==> config.mk <==
export PLATFORM = sky130hd
export DESIGN_NAME = mqd_top
export DESIGN_NICKNAME = d
export VERILOG_FILES = /design/src/mqd_pkg.sv /design/src/mqd_top.sv
export SDC_FILE = /design/constraint.sdc
export NUM_CORES = 1
export LEC_CHECK = 0
export ABC_AREA = 1
export BUFFER_PORTS_ARGS = -buffer_cell sky130_fd_sc_hd__buf_2
export CAP_MARGIN = 10
export CORE_ASPECT_RATIO = 1.4
export CORE_MARGIN = 1
export CORE_UTILIZATION = 33
export DETAILED_ROUTE_END_ITERATION = 8
export HOLD_SLACK_MARGIN = 0.02
export REMOVE_ABC_BUFFERS = 1
export SLEW_MARGIN = 5
export SYNTH_ARGS = -nofsm -noshare
export SYNTH_HDL_FRONTEND = slang
export SYNTH_SLANG_ARGS = --single-unit
==> constraint.sdc <==
create_clock -name CLK -period 10.1 [get_ports CLK]
set_input_delay 0.505 -clock CLK [delete_from_list [all_inputs] [get_ports CLK]]
set_output_delay 0.505 -clock CLK [all_outputs]
set_load 0.01 [all_outputs]
==> src/mqd_pkg.sv <==
// package: register map, field layout and constants of the quadrature decoder
`default_nettype none
package mqd_pkg;
	// ***********************************
	// register byte offsets
	// ***********************************
	localparam logic [7:0] REG_CTRL     = 8'h00;
	localparam logic [7:0] REG_STATUS   = 8'h04;
	localparam logic [7:0] REG_COUNT_X  = 8'h08;
	localparam logic [7:0] REG_COUNT_Y  = 8'h0C;
	localparam logic [7:0] REG_COUNT_Z  = 8'h10;
	localparam logic [7:0] REG_PERIOD0  = 8'h20;
	localparam logic [7:0] REG_ON0      = 8'h30;
	localparam logic [7:0] REG_OFF0     = 8'h40;
	localparam logic [7:0] REG_OUTCFG0  = 8'h50;
	localparam logic [7:0] REG_SAMPSEL  = 8'h60;
	localparam int         REG_STRIDE   = 4;
	// ***********************************
	// control fields
	// ***********************************
	localparam int CTRL_ENABLE   = 0;
	localparam int CTRL_XA_ALT   = 1;
	localparam int CTRL_XB_ALT   = 2;
	localparam int CTRL_YA_ALT   = 3;
	localparam int CTRL_YB_ALT   = 4;
	localparam int CTRL_ZA_ALT   = 5;
	localparam int CTRL_ZB_ALT   = 6;
	localparam int CTRL_WIDTH    = 7;
	// output config: bit0 polarity (1 = active low), bits2:1 off state
	localparam int OCFG_POL      = 0;
	localparam int OCFG_OFF_LO   = 1;
	localparam int OCFG_WIDTH    = 3;
	localparam logic [1:0] OFF_HIZ  = 2'h0;
	localparam logic [1:0] OFF_HIGH = 2'h1;
	localparam logic [1:0] OFF_LOW  = 2'h2;
	// ***********************************
	// sizes and reset values
	// ***********************************
	localparam int NUM_PWM       = 4;
	localparam int NUM_AXES      = 3;
	localparam int PWM_WIDTH     = 16;
	localparam int COUNT_WIDTH   = 16;
	localparam logic [15:0] PERIOD_RST = 16'hFFFF;
	localparam logic [31:0] UNMAPPED_VALUE = 32'h0000_0000;
	typedef enum logic [1:0] {MQD_STEP_NONE, MQD_STEP_UP, MQD_STEP_DOWN} mqd_step_t;
endpackage
`default_nettype wire

==> src/mqd_top.sv <==
// quadrature decoder with four staggered pwm timers and high-current outputs
// Summary of operation
// - sample axis pairs autonomously by hardware
// - x inputs each select between two pins
// - y inputs each select between two pins
// - z inputs each select between two pins
// - four high-current control outputs
// - per-output programmable on and off times
// - per-axis programmable sampling instant
// - per-output selectable active polarity
// - off state hi-z, high or low
// - four independent 16-bit pwm timers
//
// Added by the designer: the register offsets and the APB slave port.
`default_nettype none
module mqd_top #(
	parameter int NPWM = mqd_pkg::NUM_PWM,
	parameter int PW   = mqd_pkg::PWM_WIDTH,
	parameter int CW   = mqd_pkg::COUNT_WIDTH
) (
	input  wire logic        CLK,
	input  wire logic        RESET,
	input  wire logic        PSEL,
	input  wire logic        PENABLE,
	input  wire logic        PWRITE,
	input  wire logic [7:0]  PADDR,
	input  wire logic [31:0] PWDATA,
	output logic      [31:0] PRDATA,
	output logic             PREADY,
	output logic             PSLVERR,
	input  wire logic [2:0]  PIN_PHASE_A,
	input  wire logic [2:0]  PIN_PHASE_A_ALT,
	input  wire logic [2:0]  PIN_PHASE_B,
	input  wire logic [2:0]  PIN_PHASE_B_ALT,
	output logic [NPWM-1:0]  HIGH_CURRENT_OUTPUT,
	output logic [NPWM-1:0]  HIGH_CURRENT_OE
);
	localparam int NAX = mqd_pkg::NUM_AXES;

	// ***********************************
	// apb decode
	// ***********************************
	logic [mqd_pkg::CTRL_WIDTH-1:0] ctrl_ff;
	logic [PW-1:0]                  period_ff [NPWM];
	logic [PW-1:0]                  on_ff     [NPWM];
	logic [PW-1:0]                  off_ff    [NPWM];
	logic [mqd_pkg::OCFG_WIDTH-1:0] ocfg_ff   [NPWM];
	logic [1:0]                     sampsel_ff[NAX];
	logic [PW-1:0]                  tmr_ff    [NPWM];
	logic signed [CW-1:0]           count_ff  [NAX];

	wire        access  = PSEL && PENABLE;
	wire        wr_acc  = access && PWRITE;
	wire        rd_setup = PSEL && !PENABLE && !PWRITE;
	wire        hit_ctl = PADDR == mqd_pkg::REG_CTRL;
	wire        hit_sts = PADDR == mqd_pkg::REG_STATUS;
	wire        hit_ss  = PADDR == mqd_pkg::REG_SAMPSEL;

	function automatic logic in_bank(input logic [7:0] a, input logic [7:0] base, input int n);
		in_bank = (a >= base) && (a < base + 8'(n * mqd_pkg::REG_STRIDE)) && (a[1:0] == 2'h0);
	endfunction

	function automatic int bank_idx(input logic [7:0] a, input logic [7:0] base);
		bank_idx = int'(a - base) / mqd_pkg::REG_STRIDE;
	endfunction

	function automatic logic [1:0] off_mode(input logic [mqd_pkg::OCFG_WIDTH-1:0] cfg);
		off_mode = cfg[mqd_pkg::OCFG_OFF_LO +: 2];
	endfunction

	wire hit_cnt = in_bank(PADDR, mqd_pkg::REG_COUNT_X, NAX);
	wire hit_per = in_bank(PADDR, mqd_pkg::REG_PERIOD0, NPWM);
	wire hit_on  = in_bank(PADDR, mqd_pkg::REG_ON0, NPWM);
	wire hit_off = in_bank(PADDR, mqd_pkg::REG_OFF0, NPWM);
	wire hit_cfg = in_bank(PADDR, mqd_pkg::REG_OUTCFG0, NPWM);
	wire mapped  = hit_ctl || hit_sts || hit_ss || hit_cnt || hit_per || hit_on
		|| hit_off || hit_cfg;
	wire [31:0] sampsel_word = {26'h0, sampsel_ff[2], sampsel_ff[1], sampsel_ff[0]};

	logic [31:0] rd_mux;
	always_comb begin
		rd_mux = mqd_pkg::UNMAPPED_VALUE;
		if (hit_ctl) begin
			rd_mux = 32'(ctrl_ff);
		end else if (hit_sts) begin
			rd_mux = 32'(HIGH_CURRENT_OUTPUT);
		end else if (hit_ss) begin
			rd_mux = sampsel_word;
		end else if (hit_cnt) begin
			rd_mux = 32'(signed'(count_ff[bank_idx(PADDR, mqd_pkg::REG_COUNT_X)]));
		end else if (hit_per) begin
			rd_mux = 32'(period_ff[bank_idx(PADDR, mqd_pkg::REG_PERIOD0)]);
		end else if (hit_on) begin
			rd_mux = 32'(on_ff[bank_idx(PADDR, mqd_pkg::REG_ON0)]);
		end else if (hit_off) begin
			rd_mux = 32'(off_ff[bank_idx(PADDR, mqd_pkg::REG_OFF0)]);
		end else if (hit_cfg) begin
			rd_mux = 32'(ocfg_ff[bank_idx(PADDR, mqd_pkg::REG_OUTCFG0)]);
		end
	end

	// zero-wait slave: ready every cycle, error only on unmapped access
	always_ff @(posedge CLK or posedge RESET) begin
		if (RESET) begin
			PRDATA  <= 32'h0;
			PREADY  <= 1'b0;
			PSLVERR <= 1'b0;
		end else begin
			PREADY  <= 1'b1;
			PSLVERR <= PSEL && !PENABLE && !mapped;
			PRDATA  <= rd_setup ? rd_mux : PRDATA;
		end
	end

	// ***********************************
	// configuration registers
	// ***********************************
	wire wr_ok = wr_acc && PREADY;
	always_ff @(posedge CLK or posedge RESET) begin
		if (RESET) begin
			ctrl_ff <= '0;
			for (int i = 0; i < NAX; i++) sampsel_ff[i] <= 2'(i);
			for (int i = 0; i < NPWM; i++) begin
				period_ff[i] <= mqd_pkg::PERIOD_RST;
				on_ff[i]     <= '0;
				off_ff[i]    <= '0;
				ocfg_ff[i]   <= '0;
			end
		end else if (wr_ok) begin
			if (hit_ctl) ctrl_ff <= PWDATA[mqd_pkg::CTRL_WIDTH-1:0];
			if (hit_ss) for (int i = 0; i < NAX; i++) sampsel_ff[i] <= PWDATA[2*i +: 2];
			if (hit_per) period_ff[bank_idx(PADDR, mqd_pkg::REG_PERIOD0)] <= PWDATA[PW-1:0];
			if (hit_on) on_ff[bank_idx(PADDR, mqd_pkg::REG_ON0)] <= PWDATA[PW-1:0];
			if (hit_off) off_ff[bank_idx(PADDR, mqd_pkg::REG_OFF0)] <= PWDATA[PW-1:0];
			if (hit_cfg) ocfg_ff[bank_idx(PADDR, mqd_pkg::REG_OUTCFG0)] <=
				PWDATA[mqd_pkg::OCFG_WIDTH-1:0];
		end
	end

	// ***********************************
	// pwm timers and high-current outputs
	// ***********************************
	wire enable = ctrl_ff[mqd_pkg::CTRL_ENABLE];
	logic [NPWM-1:0] active;
	logic [NPWM-1:0] wrap;
	logic [NPWM-1:0] nxt_out;
	logic [NPWM-1:0] nxt_oe;
	always_comb begin
		for (int i = 0; i < NPWM; i++) begin
			wrap[i]   = tmr_ff[i] >= period_ff[i];
			// window [on, off); on after off wraps through the period end
			active[i] = enable && ((on_ff[i] <= off_ff[i]) ?
				(tmr_ff[i] >= on_ff[i] && tmr_ff[i] < off_ff[i]) :
				(tmr_ff[i] >= on_ff[i] || tmr_ff[i] < off_ff[i]));
			nxt_out[i] = active[i] ? !ocfg_ff[i][mqd_pkg::OCFG_POL]
				: (off_mode(ocfg_ff[i]) == mqd_pkg::OFF_HIGH);
			nxt_oe[i]  = active[i] || (off_mode(ocfg_ff[i]) != mqd_pkg::OFF_HIZ);
		end
	end

	always_ff @(posedge CLK or posedge RESET) begin
		if (RESET) begin
			for (int i = 0; i < NPWM; i++) tmr_ff[i] <= '0;
		end else begin
			for (int i = 0; i < NPWM; i++) tmr_ff[i] <= (!enable || wrap[i]) ? '0 : tmr_ff[i] + 1'b1;
		end
	end

	always_ff @(posedge CLK or posedge RESET) begin
		if (RESET) begin
			HIGH_CURRENT_OUTPUT <= '0;
			HIGH_CURRENT_OE     <= '0;
		end else begin
			HIGH_CURRENT_OUTPUT <= nxt_out;
			HIGH_CURRENT_OE     <= nxt_oe;
		end
	end

	// ***********************************
	// input selection and synchronisers
	// ***********************************
	// alternate pin choice per phase
	wire [NAX-1:0] alt_a = {ctrl_ff[mqd_pkg::CTRL_ZA_ALT], ctrl_ff[mqd_pkg::CTRL_YA_ALT],
		ctrl_ff[mqd_pkg::CTRL_XA_ALT]};
	wire [NAX-1:0] alt_b = {ctrl_ff[mqd_pkg::CTRL_ZB_ALT], ctrl_ff[mqd_pkg::CTRL_YB_ALT],
		ctrl_ff[mqd_pkg::CTRL_XB_ALT]};
	logic [11:0] sync1_ff;
	logic [11:0] sync2_ff;
	always_ff @(posedge CLK or posedge RESET) begin
		if (RESET) begin
			sync1_ff <= '0;
			sync2_ff <= '0;
		end else begin
			sync1_ff <= {PIN_PHASE_B_ALT, PIN_PHASE_B, PIN_PHASE_A_ALT, PIN_PHASE_A};
			sync2_ff <= sync1_ff;
		end
	end
	wire [NAX-1:0] phase_a = (alt_a & sync2_ff[5:3]) | (~alt_a & sync2_ff[2:0]);
	wire [NAX-1:0] phase_b = (alt_b & sync2_ff[11:9]) | (~alt_b & sync2_ff[8:6]);

	// ***********************************
	// sampling and decoding
	// ***********************************
	function automatic mqd_pkg::mqd_step_t gray_step(input logic [1:0] prev, input logic [1:0] cur);
		logic [3:0] t;
		t = {prev, cur};
		case (t)
			4'h1, 4'h7, 4'hE, 4'h8: gray_step = mqd_pkg::MQD_STEP_UP;
			4'h2, 4'hB, 4'hD, 4'h4: gray_step = mqd_pkg::MQD_STEP_DOWN;
			default: gray_step = mqd_pkg::MQD_STEP_NONE;
		endcase
	endfunction

	logic [1:0] last_ff [NAX];
	logic [NAX-1:0] sample;
	logic [NAX-1:0] rd_clear;
	mqd_pkg::mqd_step_t step [NAX];
	always_comb begin
		for (int i = 0; i < NAX; i++) begin
			// sample when the selected timer wraps
			sample[i]   = enable && wrap[sampsel_ff[i]];
			step[i]     = gray_step(last_ff[i], {phase_a[i], phase_b[i]});
			// clear where the word is latched: no step slips in between
			rd_clear[i] = rd_setup && hit_cnt
				&& bank_idx(PADDR, mqd_pkg::REG_COUNT_X) == i;
		end
	end

	// hardware sampling, count, clear on read
	always_ff @(posedge CLK or posedge RESET) begin
		if (RESET) begin
			for (int i = 0; i < NAX; i++) begin
				last_ff[i]  <= '0;
				count_ff[i] <= '0;
			end
		end else begin
			for (int i = 0; i < NAX; i++) begin
				if (sample[i]) last_ff[i] <= {phase_a[i], phase_b[i]};
				// a step landing on the clearing read is kept, not lost
				if (sample[i] && step[i] == mqd_pkg::MQD_STEP_UP)
					count_ff[i] <= (rd_clear[i] ? '0 : count_ff[i]) + 1'b1;
				else if (sample[i] && step[i] == mqd_pkg::MQD_STEP_DOWN)
					count_ff[i] <= (rd_clear[i] ? '0 : count_ff[i]) - 1'b1;
				else if (rd_clear[i])
					count_ff[i] <= '0;
			end
		end
	end
endmodule
`default_nettype wire

## Word-level counts from Yosys, hierarchy flattened

Memories as Yosys holds them, arrays and structs flattened.
Cells that the tools add are included.

| word-level totals | value |
|---|---|
| bits in registers | 401 |
| word-level logic and storage cells | 278 |
| bits in read-only memories | 96 |
| memories | 3 |
| input bits | 57 |

Memories:

| memory | words | bits a word | read ports | clocked after memory_dff | wr ports | line | text |
|---|---|---|---|---|---|---|---|
| (name not given) | 16 | 2 | 1 | 0 | 0 | mqd_top.sv:207 | `case (t)` |
| (name not given) | 16 | 2 | 1 | 0 | 0 | mqd_top.sv:207 |  |
| (name not given) | 16 | 2 | 1 | 0 | 0 | mqd_top.sv:207 |  |

| operators by class | value |
|---|---|
| equal/unequal tests | 14 |
| add/subtract/negate cells | 20 |
| reduce and logical (&&, ||, !) cells | 86 |
| order comparisons | 38 |
| multiplexer cells | 62 |
| bitwise operators | 18 |

Operator list:

| operator | count |
|---|---|
| two-way mux 16 bit | 27 |
| bitwise mux 64 bit | 3 |
| adder 32 x 1 -> 32 bit | 5 |
| >= comparator 32 x 3 -> 1 bit, second input constant | 5 |
| NOT 32 bit | 5 |
| binary-select mux 16 bit (select 2 bit) | 4 |
| >= comparator 16 bit | 8 |
| < comparator 32 x 1 -> 1 bit, second input constant | 4 |
| two-way mux 32 bit | 4 |
| adder 16 x 1 -> 16 bit, second input constant | 7 |
| demux 16 bit (select 2 bit) | 3 |
| less-or-equal comparator 16 bit | 4 |
| < comparator 16 bit | 4 |
| subtractor 16 x 1 -> 16 bit, second input constant | 3 |
| logical AND 1 bit | 41 |
| equality test 32 x 2 -> 1 bit, second input constant | 1 |
| equality test 32 x 3 -> 1 bit, second input constant | 1 |
| zero test 32 bit | 1 |
| < comparator 8 x 7 -> 1 bit, second input constant | 3 |
| logical OR 1 bit | 19 |
| subtractor 8 x 6 -> 9 bit, second input constant | 2 |
| subtractor 8 x 7 -> 9 bit, second input constant | 2 |
| >= comparator 8 x 6 -> 1 bit, second input constant | 2 |
| >= comparator 8 x 7 -> 1 bit, second input constant | 2 |
| other kinds (25) | 78 |

## Depth between registers and ports, before layout

| depth | value |
|---|---|
| depth after elaboration | 16 |
| gate-level depth with buffers | 36 |
| depth with buffers taken out | 33 |

## Worst setup path before layout

No wires, ideal clock.

| timing | value |
|---|---|
| kind | input -> register |
| start point | input port PADDR[6] |
| end point | register count_ff[42] (netlist bit) |
| data arrival time | 4.728 ns |
| data required time | 9.983 ns |
| cell stages on the path | 34 |
| buffers on the path | 3 |
| setup slack | 5.256 ns |
| setup time | 0.117 ns |
| path through | clkbuf_2 -> inv_2 -> ha_1 -> inv_2 -> a21oi_2 -> nand2_1 -> inv_1 -> ha_1 -> ha_1 -> inv_1 -> nor2_1 -> nand3_1 -> inv_1 -> nand3_1 -> ha_1 -> nand2_1 -> inv_1 -> nand2_1 -> nand3b_1 -> a21oi_2 -> nand3_2 -> buf_6 -> buf_6 -> nand2_1 -> inv_1 -> ha_1 -> nand2_1 -> nand3b_1 -> nor2_2 -> nand3_1 -> o21ai_1 -> nand2_1 -> nand2_1 -> nand2_1 |

| on the way | value |
|---|---|
| cells in the longest elaborated chain, start to end | 9 |
| elaborated cells between the ends (all ways) | 15 |
| those cells by class | add/sub: 4; order compare: 2; mux: 3; bitwise: 1; reduce/logical: 5 |

RTL lines:

| element | line | text |
|---|---|---|
| from (decl) | mqd_top.sv:26 | `input wire logic [7:0] PADDR,` |
| subtractor 8 x 4 -> 9 bit (tied with other cells) | mqd_top.sv:64 | `bank_idx = int'(a - base) / mqd_pkg::REG_STRIDE;` |
| bitwise AND 1 bit (no source line) / logical AND 1 bit (equally long branches) | - |  |
| adder 32 x 1 -> 32 bit (no source line) / logical AND 1 bit (equally long branches) | - |  |
| zero test 32 bit / logical AND 1 bit (equally long branches) | mqd_top.sv:225, mqd_top.sv:224 |  |
| logical AND 1 bit * | mqd_top.sv:225 | `&& bank_idx(PADDR, mqd_pkg::REG_COUNT_X) == i;` |
| two-way mux 16 bit * | mqd_top.sv:241, mqd_top.sv:243 |  |
| subtractor 16 x 1 -> 16 bit | mqd_top.sv:243 | `count_ff[i] <= (rd_clear[i] ? '0 : count_ff[i]) - 1'b1;` |
| two-way mux 16 bit | mqd_top.sv:242 | `else if (sample[i] && step[i] == mqd_pkg::MQD_STEP_DOWN)` |
| two-way mux 16 bit * | mqd_top.sv:240 | `if (sample[i] && step[i] == mqd_pkg::MQD_STEP_UP)` |
| to (signal, indexed assignment) | mqd_top.sv:241 | `count_ff[i] <= (rd_clear[i] ? '0 : count_ff[i]) + 1'b1;` |
| to (signal, indexed assignment) | mqd_top.sv:243 |  |
| to (decl) | mqd_top.sv:50 | `logic signed [CW-1:0] count_ff [NAX];` |

Mark *: on every way between the ends. The rest lies on a longest branch, timed or not.
A chain may end at the register's enable or synchronous reset.

## Worst setup path after layout

| timing | value |
|---|---|
| start point | input port PADDR[6] |
| end point | register on_ff[50] (netlist bit) |

| on the way | value |
|---|---|
| cells in the longest elaborated chain, start to end | 9 |
| elaborated cells between the ends (all ways) | 15 |
| those cells by class | add/sub: 2; order compare: 4; mux: 3; bitwise: 2; reduce/logical: 4 |

RTL lines:

| element | line | text |
|---|---|---|
| subtractor 8 x 6 -> 9 bit | mqd_top.sv:64 |  |
| bitwise AND 1 bit (no source line) | - |  |
| adder 32 x 1 -> 32 bit (no source line) | - |  |
| NOT 32 bit (implied by the code) | mqd_top.sv:133 | `if (hit_on) on_ff[bank_idx(PADDR, mqd_pkg::REG_ON0)] <= PWDATA[PW-1:0];` |
| >= comparator 32 x 3 -> 1 bit (implied by the code) / < comparator 32 x 1 -> 1 bit (equally long branches) | mqd_top.sv:133 |  |
| logical AND 1 bit (implied by the code) | mqd_top.sv:133 |  |
| two-way mux 16 bit (implied by the code) | mqd_top.sv:133 |  |
| demux 16 bit (select 2 bit) | mqd_top.sv:133 |  |
| bitwise mux 64 bit | mqd_top.sv:133 |  |
| to (signal, indexed assignment) | mqd_top.sv:133 |  |
| to (decl) | mqd_top.sv:45 | `logic [PW-1:0] on_ff [NPWM];` |

Several ways; a longest one is shown, not always the timed one.

==> results by group <==
Status
  • Outcome: finished, violations left
  • Violations in the final reports: negative hold slack

Setup path
  • Critical path, cell by cell: buf_2 -> inv_2 -> ha_1 -> inv_2 -> nor2_1 -> inv_1 -> nor2_1 -> ha_1 -> nand2_1 -> or3_1 -> nor2_1 -> nand2_1 -> ha_1 -> nor4_1 -> nand2_1 -> nor3_1 -> nand4_1 -> a21oi_1 -> nand2_1 -> o21ai_0
  • Crit path capture: on_ff[50]
  • R2R Path Start: period_ff[25]
  • Worst-case reg-to-reg path depth: 14
  • Arrival @ worst endpoint: around 6 ns
  • Critical-path top delay cell: nand2_1
  • Crit. Startpoint: PADDR[6]
  • Buf/Inv on CP: 4
  • Crit path top cell by count: nand2_1
  • Crit-path max cell delay: 0.76 ns
  • Setup crit start kind: primary input
  • Worst R2R Setup Slack: around 6 ns
  • Critical Path Stages: 20
  • Critical path class: in -> reg
  • CP Max Fanout: 32
  • WP data required: 10.58 ns
  • Critical Path Sink Type: flop
  • Top Family by Delay on Critical Path: simple AND/OR/NAND/NOR gates
  • R2r endpoint: count_ff[24]

Synthesis
  • Synth cell types: 63
  • Synth top area share: 0.295
  • Syn_area_per_cell: 7.60 um2
  • Seq/Total Area, Yosys: 0.359
  • Top FF cell, synth: dfrtp_1
  • Synth top area cells: dfrtp_1 (30%), ha_1 (15%), nand2_1 (13%), dfstp_2 (6.4%), inv_1 (6.3%)
  • Synth Register Bits: 386
  • Synth area leader: dfrtp_1
  • YS warnings: 0
  • Async SR Flop Fraction: 1.00
  • Synth Cell Area: 27100 um2
  • Number of synthesized flops with an enable pin: 0
  • Synth Instances: 3569
  • Most frequent cells after synthesis: nand2_1 (934), inv_1 (455), o21ai_0 (338), ha_1 (327), dfrtp_1 (320)
  • Most common cell in the netlist: nand2_1

STA
  • Final worst setup slack: about 4.5 ns
  • Worst slew pin tran: 1.20 ns
  • Minimum clock period: about 5.6 ns
  • Max Slew Vio Count: 0
  • Final Cycle Share: 0.557
  • Unrepaired setup endpoints after global routing: no
  • Worst slew margin: 0.196
  • Endpoints failing setup: 0
  • Hold_ws: -0.000701 ns
  • Final hold viol count: 1
  • Setup TNS: 0 ns
  • Worst Clk Skew: 0.0180 ns
  • FMAX: 0.178 GHz

Clock tree
  • CTS tree: built
  • Reg clk slew, reported paths: around 0.060 ns
  • Worst-Skew Late Latency: 0.60 ns
  • # H-tree levels: 2
  • Maximum clock path buffer count: 3
  • TritonCTS Sinks: ~390
  • Post-CTS Resized: 0
  • CTS Buf Count: 42
  • Clock root cell: clkbuf_16

Final layout
  • Layout Utilization: 0.371
  • Antenna cell count: 0
  • Fin nets: 3990
  • Share of cells above drive strength 1: 0.0802
  • Area grow syn2layout: 11.3%

Place
  • DP Worst Slack: just under 4 ns
  • Port bufs: 82
  • Post-DP HPWL: between 60000 and 70000 um
  • Gp weighted congestion: 0.956

GRT
  • Total gr overflow: 0
  • Vias in the first global route: 23100
  • First-pass GRT wire length: about 130000 um
  • Largest net degree at the start of global routing: 157
  • Antenna violations before repair: 1
  • GRT Util Overall: 0.207

Min path
  • Worst min path class: in -> async

Detailed routing
  • WL final: a little under 90000 um
  • Initial DRC Count: 1650
  • Via density: 5.16
  • Wire length per cell: 18.5 um
  • Via count: 24300
  • ANT nets after route: 0
  • DRC Markers: 0
  • DRT Pass-1 Iters: 5

Floorplanning
  • Row count: 124
  • Die X: 244 um
  • Initial core utilization: 0.333
  • Core ar.: 81500 um2
  • I/O Pins: 99
  • Die Ht: around 340 um
  • DIE AREA: 83400 um2

Power
  • Pwr Density: 145 nW/um2
  • Peak VDD IR: 166 uV
  • Leak: 14.2 nW
  • Pwr Total: 4.39 mW

Run
  • Max_cap viols: 0
-- cell families (layout without fill, tap and decap cells) --
group / Yosys count / in the layout / synth area share
flip-flops: 386 / 386 / 0.359
multiplexers: 2 / 2 / 0.000830
adder cells (fa/ha/maj): 327 / 327 / 0.151
XOR/XNOR: 61 / 61 / 0.0197
buffers and inverters: 584 / 655 / 0.0847
other: 1 / 1 / 0.000138
AO/OA/AOI/OAI: 713 / 713 / 0.150
AND/OR/NAND/NOR: 1495 / 1495 / 0.235
-- layout by cell type (no fill, tap or decap), drive strengths merged, types with 8 or more instances in the layout --
cell type	instances
a21oi	180
a221oi	8
a22oi	12
a32o	8
buf	100
bufinv	10
clkbuf	54
dfrtp	320
dfstp	66
dlygate4sd3	11
ha	327
inv	468
nand2	943
nand3	132
nand3b	8
nand4	73
nor2	222
nor3	58
nor3b	36
nor4	11
o211ai	32
o21a	9
o21ai	354
o221ai	13
o22ai	60
o31ai	10
xnor2	11
xor2	50
-- report_power, final --
part	leakage, nW	switching [mW]	total, mW	internal (mW)
Sequential	4.95	0.110	1.75	1.64
Combinational	8.53	0.557	0.822	0.266
Clock	0.763	0.718	1.81	1.10
Total	14.2	1.38	4.39	3.00
-- what timing repair did --
item                                   4_1_cts  5_1_grt
endpoints found under the hold margin       11        0
hold buffers                                11        0
buffers inserted                             0        0
-- state kept, by name, summed over array words and instances (netlist names) --
| signal | cells |
|---|---|
| off_ff | 64 |
| on_ff | 64 |
| tmr_ff | 64 |
| count_ff | 48 |
| PREADY | 1 |
| sampsel_ff | 6 |
| HIGH_CURRENT_OUTPUT | 4 |
| last_ff | 6 |
| PSLVERR | 1 |
| HIGH_CURRENT_OE | 4 |
| ctrl_ff | 7 |
| sync2_ff | 12 |
| ocfg_ff | 12 |
| sync1_ff | 12 |
| period_ff | 64 |
| PRDATA | 17 |
-- per-layer routing --
layer	track usage	wire, um	vias up
met5	0	0	-
met4	0.118	5260	0
met3	0.0213	3550	205
met2	0.380	44700	629
met1	0.231	33700	11500
li1	-	-	12000
-- worst register-to-register path: stages, from the launching register on --
cell and delay [ns]:
dfstp_2 0.53, inv_1 0.09, ha_1 0.31, nand4_1 0.10
nor3_1 0.73, nand3_1 0.20, nand3_1 0.26, nand2_1 0.07
nand3_1 0.11, nand3_1 0.18, nor2_1 0.78, nand2_1 0.12
nand2_1 0.18, nand2_1 0.10, xor2_1 0.15
-- area by class of cell --
| type | count | area, um2 |
|---|---|---|
| clock buffers | 54 | 1190 |
| clock inverters | 24 | 402 |
| fillers | 8563 | 51300 |
| inverters | 466 | 1760 |
| multi-input cells | 2599 | 15100 |
| flip-flops and latches | 386 | 9740 |
| well taps | 1071 | 1340 |
| repair buffers | 111 | 668 |
-- per-stage QoR --
step           cells  instance area [um2]
3_5_place_dp    4622                28500
2_1_floorplan   3451                26600
3_3_place_gp    4622                28500
5_1_grt         4711                30200
4_1_cts         4711                30200
6_report        4711                30200
-- how the worst min path moves through the flow --
stage | from | end | slack (ns) | cells past startpoint
3_3_place_gp | sync1_ff[8] | sync2_ff[8] | 0.33 | 0
2_1_floorplan | sync1_ff[0] | sync2_ff[0] | 0.33 | 0
4_1_cts | PIN_PHASE_A_ALT[1] | sync1_ff[4] | 0.02 | 1
6_report | RESET | count_ff[6] | -0.0007 | 2
5_1_grt | PIN_PHASE_A_ALT[1] | sync1_ff[4] | 0.03 | 1
3_5_place_dp | sync1_ff[7] | sync2_ff[7] | 0.33 | 0
No activity file was read; power rests on OpenSTA's default activity.
